File: src/hw/lke_pkg.sv
// Constants for the legacy keyboard emulation register set.
package lke_pkg;

  // Register offsets within the operational register space.
  localparam logic [11:0] LKE_OFS_CONTROL = 12'h100;
  localparam logic [11:0] LKE_OFS_INPUT   = 12'h104;
  localparam logic [11:0] LKE_OFS_OUTPUT  = 12'h108;
  localparam logic [11:0] LKE_OFS_STATUS  = 12'h10C;
  localparam int          LKE_ADDR_W      = 12;

  // Trapped legacy I/O ports.
  localparam logic [7:0] LKE_IO_DATA_PORT = 8'h60;
  localparam logic [7:0] LKE_IO_CMD_PORT  = 8'h64;

  // Control register fields.
  localparam int LKE_CTL_W      = 9;
  localparam int LKE_CTL_EMULATION_ENABLE = 0;
  localparam int LKE_CTL_EI     = 1;
  localparam int LKE_CTL_CP     = 2;
  localparam int LKE_CTL_IRQEN  = 3;
  localparam int LKE_CTL_EIRQEN = 4;
  localparam int LKE_CTL_GA20S  = 5;
  localparam int LKE_CTL_IRQ1A  = 6;
  localparam int LKE_CTL_IRQ12A = 7;
  localparam int LKE_CTL_A20S   = 8;
  localparam logic [8:0] LKE_CTL_RST     = 9'h000;
  localparam logic [8:0] LKE_CTL_WR_MASK = 9'h1FD;

  // Status register fields.
  localparam int LKE_STS_OUT_FULL = 0;
  localparam int LKE_STS_IN_FULL  = 1;
  localparam int LKE_STS_FLAG     = 2;
  localparam int LKE_STS_CMD_DATA = 3;
  localparam int LKE_STS_INH_SW   = 4;
  localparam int LKE_STS_AUX_FULL = 5;
  localparam int LKE_STS_TIMEOUT  = 6;
  localparam int LKE_STS_PARITY   = 7;
  localparam logic [7:0] LKE_STS_RST  = 8'h00;
  localparam logic [7:0] LKE_DATA_RST = 8'h00;

endpackage : lke_pkg

File: src/hw/lke_trap_if.sv
// Connection between the I/O trap decoder and the register core.
`timescale 1ns/100ps
interface lke_trap_if;
  logic       emulation_enable;
  logic [7:0] out_data;
  logic [7:0] status;
  logic       rd_data_port;
  logic       wr_data_port;
  logic       rd_cmd_port;
  logic       wr_cmd_port;
  logic [7:0] wr_byte;

  modport trap (
    input  emulation_enable,
    input  out_data,
    input  status,
    output rd_data_port,
    output wr_data_port,
    output rd_cmd_port,
    output wr_cmd_port,
    output wr_byte
  );

  modport core (
    output emulation_enable,
    output out_data,
    output status,
    input  rd_data_port,
    input  wr_data_port,
    input  rd_cmd_port,
    input  wr_cmd_port,
    input  wr_byte
  );
endinterface : lke_trap_if

File: src/hw/lke_io_trap.sv
// Decoder for trapped legacy I/O cycles and their read data.
`timescale 1ns/100ps
module lke_io_trap (
  input  wire logic        i_clk,
  input  wire logic        i_sys_rst,
  input  wire logic [7:0]  i_io_addr,
  input  wire logic        i_io_rd,
  input  wire logic        i_io_wr,
  input  wire logic [7:0]  i_io_wdata,
  output logic      [7:0]  o_io_rdata,
  output logic             o_io_rvalid,
  output logic             o_io_trapped,
  lke_trap_if.trap         trap
);

  typedef struct packed {
    logic [7:0] rdata;
    logic       rvalid;
  } lke_trap_state_t;

  lke_trap_state_t state_reg;
  lke_trap_state_t state_next;
  logic            hit_data;
  logic            hit_cmd;

  // Cycles are claimed only while emulation is on.
  assign hit_data = trap.emulation_enable
                    && (i_io_addr == lke_pkg::LKE_IO_DATA_PORT);
  assign hit_cmd  = trap.emulation_enable
                    && (i_io_addr == lke_pkg::LKE_IO_CMD_PORT);

  assign trap.rd_data_port = hit_data && i_io_rd;
  assign trap.wr_data_port = hit_data && i_io_wr && !i_io_rd;
  assign trap.rd_cmd_port  = hit_cmd && i_io_rd;
  assign trap.wr_cmd_port  = hit_cmd && i_io_wr && !i_io_rd;
  assign trap.wr_byte      = i_io_wdata;
  assign o_io_trapped      = (hit_data || hit_cmd) && (i_io_rd || i_io_wr);

  always_comb begin
    state_next        = state_reg;
    state_next.rvalid = 1'b0;
    if (trap.rd_data_port) begin
      state_next.rdata  = trap.out_data;
      state_next.rvalid = 1'b1;
    end else if (trap.rd_cmd_port) begin
      state_next.rdata  = trap.status;
      state_next.rvalid = 1'b1;
    end
  end

  always_ff @(posedge i_clk or posedge i_sys_rst) begin
    if (i_sys_rst) begin
      state_reg <= '0;
    end else begin
      state_reg <= state_next;
    end
  end

  assign o_io_rdata  = state_reg.rdata;
  assign o_io_rvalid = state_reg.rvalid;

endmodule : lke_io_trap

File: src/hw/lke_top.sv
// Legacy keyboard emulation registers with I/O port trapping.
`timescale 1ns/100ps
module lke_top (
  input  wire logic        i_clk,
  input  wire logic        i_sys_rst,
  input  wire logic        i_mem_sel,
  input  wire logic        i_mem_wr,
  input  wire logic [11:0] i_mem_addr,
  input  wire logic [3:0]  i_mem_be,
  input  wire logic [31:0] i_mem_wdata,
  output logic      [31:0] o_mem_rdata,
  output logic             o_mem_rvalid,
  output logic             o_mem_hit,
  input  wire logic [7:0]  i_io_addr,
  input  wire logic        i_io_rd,
  input  wire logic        i_io_wr,
  input  wire logic [7:0]  i_io_wdata,
  output logic      [7:0]  o_io_rdata,
  output logic             o_io_rvalid,
  output logic             o_io_trapped,
  output logic             o_emul_irq,
  output logic             o_irq1,
  output logic             o_irq12,
  output logic             o_gate_a20
);

  typedef struct packed {
    logic [8:0]  ctl;
    logic [7:0]  in_data;
    logic [7:0]  out_data;
    logic [7:0]  sts;
    logic [31:0] rdata;
    logic        rvalid;
    logic        irq;
    logic        irq1;
    logic        irq12;
  } lke_state_t;

  lke_state_t state_reg;
  lke_state_t state_next;
  lke_trap_if trap ();

  logic        sel_ctl;
  logic        sel_in;
  logic        sel_out;
  logic        sel_sts;
  logic        mem_wr;
  logic        mem_rd;
  logic [8:0]  ctl_wmask;
  logic [8:0]  ctl_wval;
  logic        emulation_enable;
  logic        emul_cond;
  logic [31:0] rd_mux;

  lke_io_trap u_io_trap (
    .i_clk        (i_clk),
    .i_sys_rst    (i_sys_rst),
    .i_io_addr    (i_io_addr),
    .i_io_rd      (i_io_rd),
    .i_io_wr      (i_io_wr),
    .i_io_wdata   (i_io_wdata),
    .o_io_rdata   (o_io_rdata),
    .o_io_rvalid  (o_io_rvalid),
    .o_io_trapped (o_io_trapped),
    .trap         (trap.trap)
  );

  assign emulation_enable = state_reg.ctl[lke_pkg::LKE_CTL_EMULATION_ENABLE];
  assign trap.emulation_enable = emulation_enable;
  assign trap.out_data  = state_reg.out_data;
  assign trap.status    = state_reg.sts;

  // Word decode of the operational register space.
  assign sel_ctl = (i_mem_addr == lke_pkg::LKE_OFS_CONTROL);
  assign sel_in  = (i_mem_addr == lke_pkg::LKE_OFS_INPUT);
  assign sel_out = (i_mem_addr == lke_pkg::LKE_OFS_OUTPUT);
  assign sel_sts = (i_mem_addr == lke_pkg::LKE_OFS_STATUS);
  assign o_mem_hit = i_mem_sel && (sel_ctl || sel_in || sel_out || sel_sts);
  assign mem_wr  = i_mem_sel && i_mem_wr;
  assign mem_rd  = i_mem_sel && !i_mem_wr;

  // Control bits follow their byte enables; the interrupt bit is read only.
  assign ctl_wmask = {i_mem_be[1], {8{i_mem_be[0]}}}
                   & lke_pkg::LKE_CTL_WR_MASK;
  assign ctl_wval  = (state_reg.ctl & ~ctl_wmask)
                   | (i_mem_wdata[8:0] & ctl_wmask);

  // Emulation interrupt condition from the status flags, the enable bit and CP.
  assign emul_cond =
      (emulation_enable && state_reg.sts[lke_pkg::LKE_STS_IN_FULL])
    || (!state_reg.sts[lke_pkg::LKE_STS_OUT_FULL]
        && state_reg.ctl[lke_pkg::LKE_CTL_CP]);

  always_comb begin
    rd_mux = 32'h0000_0000;
    if (sel_ctl) begin
      rd_mux[8:0] = state_reg.ctl;
      rd_mux[lke_pkg::LKE_CTL_EI] = emul_cond;
    end else if (sel_in) begin
      rd_mux[7:0] = state_reg.in_data;
    end else if (sel_out) begin
      rd_mux[7:0] = state_reg.out_data;
    end else if (sel_sts) begin
      rd_mux[7:0] = state_reg.sts;
    end
  end

  always_comb begin
    state_next        = state_reg;
    state_next.rvalid = mem_rd;
    state_next.rdata  = mem_rd ? rd_mux : state_reg.rdata;

    // Plain memory writes store values only.
    if (mem_wr && i_mem_be[0]) begin
      if (sel_in) begin
        state_next.in_data = i_mem_wdata[7:0];
      end
      if (sel_out) begin
        state_next.out_data = i_mem_wdata[7:0];
      end
      if (sel_sts) begin
        state_next.sts = i_mem_wdata[7:0];
      end
    end
    if (mem_wr && sel_ctl) begin
      state_next.ctl = ctl_wval;
    end
    state_next.ctl[lke_pkg::LKE_CTL_EI] = 1'b0;

    // Trapped I/O side effects; the decoder only fires while enabled.
    if (trap.rd_data_port) begin
      // A software set of out-full in the same cycle wins.
      if (!(mem_wr && sel_sts && i_mem_be[0]
            && i_mem_wdata[lke_pkg::LKE_STS_OUT_FULL])) begin
        state_next.sts[lke_pkg::LKE_STS_OUT_FULL] = 1'b0;
      end
    end
    if (trap.wr_data_port) begin
      state_next.in_data = trap.wr_byte;
      state_next.sts[lke_pkg::LKE_STS_IN_FULL]  = 1'b1;
      state_next.sts[lke_pkg::LKE_STS_CMD_DATA] = 1'b0;
    end
    if (trap.wr_cmd_port) begin
      state_next.in_data = trap.wr_byte;
      if (!(mem_wr && sel_sts && i_mem_be[0]
            && i_mem_wdata[lke_pkg::LKE_STS_IN_FULL])) begin
        state_next.sts[lke_pkg::LKE_STS_IN_FULL] = 1'b0;
      end
      state_next.sts[lke_pkg::LKE_STS_CMD_DATA] = 1'b1;
    end

    // Emulation interrupt from emul_cond; legacy lines from IRQEN, output-full and the routing bit.
    state_next.irq   = emul_cond;
    state_next.irq1  = state_reg.ctl[lke_pkg::LKE_CTL_IRQEN]
                    && state_reg.sts[lke_pkg::LKE_STS_OUT_FULL]
                    && !state_reg.sts[lke_pkg::LKE_STS_AUX_FULL];
    state_next.irq12 = state_reg.ctl[lke_pkg::LKE_CTL_IRQEN]
                    && state_reg.sts[lke_pkg::LKE_STS_OUT_FULL]
                    && state_reg.sts[lke_pkg::LKE_STS_AUX_FULL];
  end

  always_ff @(posedge i_clk or posedge i_sys_rst) begin
    if (i_sys_rst) begin
      state_reg          <= '0;
      state_reg.ctl      <= lke_pkg::LKE_CTL_RST;
      state_reg.in_data  <= lke_pkg::LKE_DATA_RST;
      state_reg.out_data <= lke_pkg::LKE_DATA_RST;
      state_reg.sts      <= lke_pkg::LKE_STS_RST;
    end else begin
      state_reg <= state_next;
    end
  end

  assign o_mem_rdata  = state_reg.rdata;
  assign o_mem_rvalid = state_reg.rvalid;
  assign o_emul_irq   = state_reg.irq;
  assign o_irq1       = state_reg.irq1;
  assign o_irq12      = state_reg.irq12;
  assign o_gate_a20   = state_reg.ctl[lke_pkg::LKE_CTL_A20S];

endmodule : lke_top

File: config.mk
export PLATFORM = sky130hd
export DESIGN_NAME = lke_top
export DESIGN_NICKNAME = d
export VERILOG_FILES = /design/src/hw/lke_pkg.sv /design/src/hw/lke_trap_if.sv /design/src/hw/lke_io_trap.sv /design/src/hw/lke_top.sv
export SDC_FILE = /design/constraint.sdc
export NUM_CORES = 1
export LEC_CHECK = 0
export BUFFER_PORTS_ARGS = -buffer_cell sky130_fd_sc_hd__clkbuf_2
export CELL_PAD_IN_SITES_DETAIL_PLACEMENT = 2
export CELL_PAD_IN_SITES_GLOBAL_PLACEMENT = 2
export CORE_UTILIZATION = 28
export DETAILED_ROUTE_END_ITERATION = 12
export PLACE_DENSITY = 0.82
export SETUP_SLACK_MARGIN = 0.4
export SYNTH_ARGS = -nofsm -noshare
export SYNTH_HDL_FRONTEND = slang
export SYNTH_SLANG_ARGS = --single-unit
File: constraint.sdc
create_clock -name i_clk -period 2.14 [get_ports i_clk]
set_input_delay 0.428 -clock i_clk [delete_from_list [all_inputs] [get_ports i_clk]]
set_output_delay 0.428 -clock i_clk [all_outputs]
set_load 0.03 [all_outputs]
==> results of run 1 <==
cell type report:
class	instances	area, um2	area share [%]
Timing Repair Buffer	90	562	16.0
Tap cell	133	166	4.73
Inverter	5	22.5	0.640
Clock buffer	6	82.6	2.35
Clock inverter	2	12.5	0.355
Multi-Input combinational cell	177	1320	37.6
Sequential cell	54	1350	38.4
worst reg2reg max path: stages (launching register included):
cell,delay [ns]
dfrtp_1,0.41
nor4b_4,0.14
buf_4,0.14
buf_4,0.12
nand4b_1,0.08
buf_4,0.26
o2bb2ai_2,0.11
a31o_2,0.23
repair_timing:
| action | in CTS | in global routing |
|---|---|---|
| hold buffers | 0 | 0 |
| setup buffers | 2 | 5 |
| endpoints found under the setup margin | 24 | 39 |
| resized for setup | 9 | 20 |
| pin swaps | 4 | 5 |
stage by stage:
stage                     cell area, um2  hold WS, ns
after floorplan                     2910        0.447
after global placement              3250        0.466
after detailed placement            3250        0.481
after CTS                           3410        0.188
after global routing                3520        0.196
final                               3520        0.166
report_power, final:
part           switching [mW]  total (mW)  leakage (nW)  internal (mW)
logic                   0.148       0.210          1.01         0.0621
registers             0.00103        1.02         0.754           1.02
clock network           0.338       0.599        0.0472          0.261
total                   0.487        1.83          1.81           1.34
cells by family (layout without fill, tap and decap cells):
logic type,count (synthesis),in the layout,synth area share [%]
other,1,23,0.135
and+or+nand+nor,70,70,14.0
AOI/OAI and AO/OA,38,38,8.23
DFF,54,54,48.5
buffers and inverters,48,103,11.1
muxes,46,46,17.9
worst min-delay path by stage:
stage	to	cells after the start	startpoint
floorplan	o_mem_rdata[2]	2	o_mem_rdata[2]
global placement	o_mem_rdata[2]	2	o_mem_rdata[2]
detailed placement	o_mem_rdata[2]	2	o_mem_rdata[2]
CTS	o_emul_irq	2	i_sys_rst
global route	o_emul_irq	2	i_sys_rst
finish	o_emul_irq	2	i_sys_rst
per-layer routing:
metal | wire length (um) | GRT usage (%) | vias up
li1 | - | - | 996
met1 | 3250 | 19.2 | 1094
met2 | 4520 | 30.8 | 69
met3 | 371 | 2.97 | 11
met4 | 125 | 5.35 | 0
met5 | 0 | 0 | -
cell usage in the layout, fill, tap and decap left out, types with 2 or more instances in the layout:
master,n
buf_8,2
nand4_1,2
mux2_4,6
o21ai_0,15
nor3_1,2
mux2_2,15
a21oi_1,7
inv_1,4
dfrtp_1,54
nand2_1,27
or4b_4,2
mux2i_1,23
o21ai_1,4
o221ai_1,6
clkinvlp_4,2
nand3_1,5
and3_1,2
nor2_1,13
buf_4,17
clkbuf_8,6
buf_12,2
buf_6,3
conb_1,23
clkbuf_2,66
nor4_4,3
==> summary.md, run 1 <==
| Metric | Value |
|---|---|
| Status | `finished clean` |
| CP Launch Type | `primary input` |
| Share of synthesized registers carrying an async set or reset | `between 90% and 100%` |
| Die area | `10300 um2` |
| CP Cell Sequence | `buf_6, or4_4, nor4_4, and2_4, buf_8` |
| Setup TNS Final | `0 ns` |
| Number of synthesized flops with an enable pin | `0` |
| Tmin final | `2.05 ns` |
| Delay-heaviest family, CP | `simple AND/OR/NAND/NOR gates` |
| Drt pass-1 iters | `3` |
| Leakage Power | `1.81 nW` |
| Die W | `102 um` |
| Fill count | `1074` |
| Pins over their slew limit | `0` |
| Synth unique cells | `36` |
| Reg2reg end | `trap.status[1]` |
| WS Path Type | `primary input to output pin` |
| Maximum vdd drop | `0.225 mV` |
| Initial antenna violation count | `0` |
| DRT antenna net count | `0` |
| Core box area | `9680 um2` |
| Fin cells | `467` |
| Slack of the critical path | `0.0920 ns` |
| Initial Utilization | `28.7%` |
| First-pass GRT wire length | `12.7 mm` |
| Cell Pwr Density | `520 nW/um2` |
| CP max-delay cell | `or4_4` |
| Max FO, Critical Path | `2` |
| Total Routing Usage GR | `16.6%` |
| Ports | `118` |
| Via density | `4.65` |
| Max Cap Viol | `0` |
| Num CTS Buffers | `5` |
| Max Clk Rate | `between 0.4 and 0.5 GHz` |
| Synth Warn # | `0` |
| Most frequent cell after synthesis | `dfrtp_1` |
| Final Cycle Share | `between 90% and 100%` |
| PnR Total Power | `between 1.5 and 2 mW` |
| NumNets Final | `~400` |
| Area share of the largest cell type after synthesis | `48.5%` |
| Clock Path Buffers | `2` |
| Area of the mapped netlist | `2780 um2` |
| Worst-Margin Slew | `0.626 ns` |
| Crit. path cell count | `5` |
| Crit path buffers/inverters | `2` |
| Final wirelength | `around 8.3 mm` |
| Aggregate global routing overflow | `0` |
| Worst Setup End Kind | `output pin` |
| Dpl ws | `-0.0535 ns` |
| Synthesized area per cell | `10.8 um2` |
| Total placed cells including tap cells | `roughly 450` |
| Routed via count | `2170` |
| Final core utilization | `36.3%` |
| Crit path to | `o_mem_hit` |
| Initial DRC Count | `59` |
| DR WL/cell | `17.7 um` |
| WP data required | `between 1.5 and 2 ns` |
| Synth area leader | `dfrtp_1` |
| Layout cells sized above 1 | `42.2%` |
| R2r setup slk | `around 0.57 ns` |
| Area grow syn2layout | `26.4%` |
| RSZ-0062 raised after global routing | `true` |
| Std-Cell Rows | `36` |
| Most used DFF post-synth | `dfrtp_1` |
| TritonCTS clock tree | `built` |
| RePlAce Congestion | `0.775` |
| Reg clk slew, reported paths | `0.10 ns` |
| Crit path from | `i_mem_addr[11]` |
| Antenna cells | `0` |
| WP data arrival | `1.62 ns` |
| Register bit count reported by yosys | `54` |
| Final setup violation count | `0` |
| Clk_skew | `0.0101 ns` |
| Largest net degree at the start of global routing | `30` |
| Vias in the first global route | `2373` |
| Clk_lat worst skew | `0.31 ns` |
| Worst rel slew slack | `approximately three fifths` |
| R2R cell count | `7` |
| Top cells by count, synth | `dfrtp_1, buf_4, nand2_1, mux2i_1, mux2_2` |
| Total clock sinks | `54` |
| Slowest Stage Delay on Critical Path | `0.54 ns` |
| Worst hold path type | `primary input to async pin` |
| Clock Root Buffer | `clkbuf_8` |
| PortBufs | `between 60 and 70` |
| Synth area leaders | `dfrtp_1, mux2i_1, buf_4, mux2_2, nand2_1` |
| DRC Markers | `0` |
| Die height | `slightly above 100 um` |
| Cell count after synthesis | `257` |
| HPWL Detailed | `6.17 mm` |
| H-tree Lvls | `2` |
| Final Hold Viols | `0` |
| Sequential share of the synthesized area | `between 40 and 50%` |
No activity file was read; power rests on OpenSTA's default activity.
==> inputs of run 2 (changes only) <==
--- a/config.mk
+++ b/config.mk
@@ -5,13 +5,15 @@
 export SDC_FILE = /design/constraint.sdc
 export NUM_CORES = 1
 export LEC_CHECK = 0
-export BUFFER_PORTS_ARGS = -buffer_cell sky130_fd_sc_hd__clkbuf_2
 export CELL_PAD_IN_SITES_DETAIL_PLACEMENT = 2
 export CELL_PAD_IN_SITES_GLOBAL_PLACEMENT = 2
-export CORE_UTILIZATION = 28
+export CORE_ASPECT_RATIO = 1.75
+export CORE_UTILIZATION = 35
 export DETAILED_ROUTE_END_ITERATION = 12
-export PLACE_DENSITY = 0.82
+export DONT_BUFFER_PORTS = 1
+export PLACE_DENSITY = 0.77
 export SETUP_SLACK_MARGIN = 0.4
+export SKIP_LAST_GASP = 1
 export SYNTH_ARGS = -nofsm -noshare
 export SYNTH_HDL_FRONTEND = slang
 export SYNTH_SLANG_ARGS = --single-unit
==> run 2 against run 1 <==
Against the previous run:
- first-iteration DRC count fell by 5.1%
- worst setup slack better by 0.16 ns
- combinational power down 38%
- fmax up 8.7%
- count of clock-buffer cells in the layout is 1 higher
- design area is 11% lower
- non-clock buffer count down 72
- routed wire length shrank 11%
- clock skew down 0.0077 ns
- critical path type unchanged
- highest routed layer unchanged
==> summary.md, run 2 (synthesis gave the netlist of run 1 again) <==
| Metric | Value |
|---|---|
| GRT busiest layer | `met2 (unchanged)` |
| Largest net degree at the start of global routing | `22 (was 30)` |
| RePlAce Congestion | `0.766 (was 0.775)` |
| Final core utilization | `41.2% (was 36.3%)` |
| Routed via count | `1871 (was 2170)` |
| Multi-input gate area | `1320 um2 (about the same)` |
| WP data arrival | `1.46 ns (was 1.62 ns)` |
| Final wirelength | `7.32 mm (was 8.27 mm)` |
| Final Cycle Share | `88.1% (was 95.7%)` |
| Total Routing Usage GR | `18.0% (was 16.6%)` |
| Cell Pwr Density | `658 nW/um2 (was 520 nW/um2)` |
| Vias in the first global route | `2083 (was 2373)` |
| Core box area | `7620 um2 (was 9680 um2)` |
| Ports | `118 (unchanged)` |
| PnR Total Power | `2.06 mW (was 1.83 mW)` |
| M1 GR Usage | `18.8% (was 19.2%)` |
| Met3 Use GR | `4.70% (was 2.97%)` |
| Pins over their slew limit | `0 (unchanged)` |
| Die area | `8330 um2 (was 10300 um2)` |
| PortBufs | `0 (was 69)` |
| Commonest non-fill, non-tap cell in the layout | `dfrtp_1 (was clkbuf_2)` |
| TritonCTS clock tree | `built (unchanged)` |
| Total clock sinks | `54 (unchanged)` |
| Initial Utilization | `36.5% (was 28.7%)` |
| Fill count | `783 (was 1074)` |
| HPWL Detailed | `5.39 mm (was 6.17 mm)` |
| Layout cells sized above 1 | `25.6% (was 42.2%)` |
| Worst hold path type | `primary input to flop (was primary input to async pin)` |
| Final Hold Viols | `0 (unchanged)` |
| First-pass GRT wire length | `11.4 mm (was 12.7 mm)` |
| WS Path Type | `primary input to output pin (unchanged)` |
| Initial antenna violation count | `0 (unchanged)` |
| Met2 Resource Use GR | `33.7% (was 30.8%)` |
| Antenna cells | `0 (unchanged)` |
| Leakage Power | `1.52 nW (was 1.81 nW)` |
| Clock Path Buffers | `2 (unchanged)` |
| Reg clk slew, reported paths | `0.07 ns (was 0.10 ns)` |
| DRC Markers | `0 (unchanged)` |
| Clock Root Buffer | `clkbuf_16 (was clkbuf_8)` |
| Aggregate global routing overflow | `0 (unchanged)` |
| RSZ-0062 raised after global routing | `true (unchanged)` |
| Initial DRC Count | `56 (was 59)` |
| Register area | `1350 um2 (unchanged)` |
| Clk_lat worst skew | `0.29 ns (was 0.31 ns)` |
| Num CTS Buffers | `5 (unchanged)` |
| Drt pass-1 iters | `4 (was 3)` |
| DRT antenna net count | `0 (unchanged)` |
| Min Hold Slack | `0.282 ns (was 0.166 ns)` |
| Max Cap Viol | `0 (unchanged)` |
| CP Launch Type | `primary input (unchanged)` |
| NumNets Final | `331 (was 403)` |
| Via density | `5.35 (was 4.65)` |
| Tmin final | `1.88 ns (was 2.05 ns)` |
| Maximum vdd drop | `0.285 mV (was 0.225 mV)` |
| Die height | `120 um (was 102 um)` |
| Clk_skew | `0.00242 ns (was 0.0101 ns)` |
| Final setup violation count | `0 (unchanged)` |
| Status | `finished clean (unchanged)` |
| Die W | `69.4 um (was 102 um)` |
| Worst Setup End Kind | `output pin (unchanged)` |
| Std-Cell Rows | `42 (was 36)` |
| H-tree Lvls | `2 (unchanged)` |
| WP data required | `1.71 ns (about the same)` |
| DR WL/cell | `20.9 um (was 17.7 um)` |
| Max Clk Rate | `0.531 GHz (was 0.488 GHz)` |
| Area grow syn2layout | `12.7% (was 26.4%)` |
| Commonest non-fill, non-tap cells in the layout | `dfrtp_1, nand2_1, conb_1, mux2i_1, mux2_2 (was clkbuf_2, dfrtp_1, nand2_1, mux2i_1, conb_1)` |
| Max FO, Critical Path | `2 (unchanged)` |
[run 2: changes by cell type in the layout (fill, tap and decap cells not counted), moves of 2 or more]
cell       change
clkbuf_2      -66
clkbuf_16      +5
buf_6          -2
buf_4          -3
clkbuf_1       +2
clkbuf_8       -6
buf_8          -2
[run 2: per-layer routing]
layer / part of all wire [%] / vias up
met1: 36 / 953
li1: - / 845
met4: 1.7 / 0
met5: 0 / -
met3: 6.0 / 9
met2: 56 / 64
[run 2: worst paths after layout]
check	from	endpoint	slack [ns]	cells past startpoint
hold / removal	i_mem_wdata[7]	trap.status[7]	0.28	1
setup reg to reg	flop	u_io_trap.o_io_rdata[5]	0.60	6
min in group asynchronous	i_sys_rst	o_mem_rdata[4]	0.61	2
hold reg to reg	trap.status[5]	o_irq1	0.51	1
max in group asynchronous	i_sys_rst	async pin	0.95	3
setup / recovery	i_mem_addr[11]	o_mem_hit	0.26	3
[run 2: report_power, final]
part	internal [mW]	total, mW	switching (mW)	leakage (nW)
Sequential	1.02	1.03	0.00328	0.754
Clock	0.554	0.909	0.355	0.0781
Combinational	0.0313	0.131	0.0994	0.691
Total	1.61	2.06	0.458	1.52
[run 2: critical path: stages]
cell and delay, ns:
or4_4 0.55, nor4_4 0.25, and2_4 0.24
[run 2: layout make-up]
class / count / area share (%)
Inverter: 5 / 0.718
Multi-Input combinational cell: 177 / 42.2
Sequential cell: 54 / 43.1
Clock buffer: 7 / 4.23
Tap cell: 88 / 3.51
Clock inverter: 1 / 0.957
Timing Repair Buffer: 18 / 5.31
[run 2: stage by stage]
stage	instance area [um2]	worst slack, ns	instances	TNS, ns
after floorplan	2910	0.0257	279	0
after global placement	2840	0.0803	337	0
after detailed placement	2840	-0.00767	337	-0.0168
after CTS	3060	0.200	348	0
after global routing	3140	0.228	350	0
final	3140	0.256	350	0
[run 2: what timing repair did]
item / CTS / global route
endpoints found under the setup margin: 23 / 28
buffers inserted: 2 / 2
pin swaps: 3 / 5
endpoints found under the hold margin: 15 / 0
resized for setup: 7 / 13
hold buffers: 1 / 0
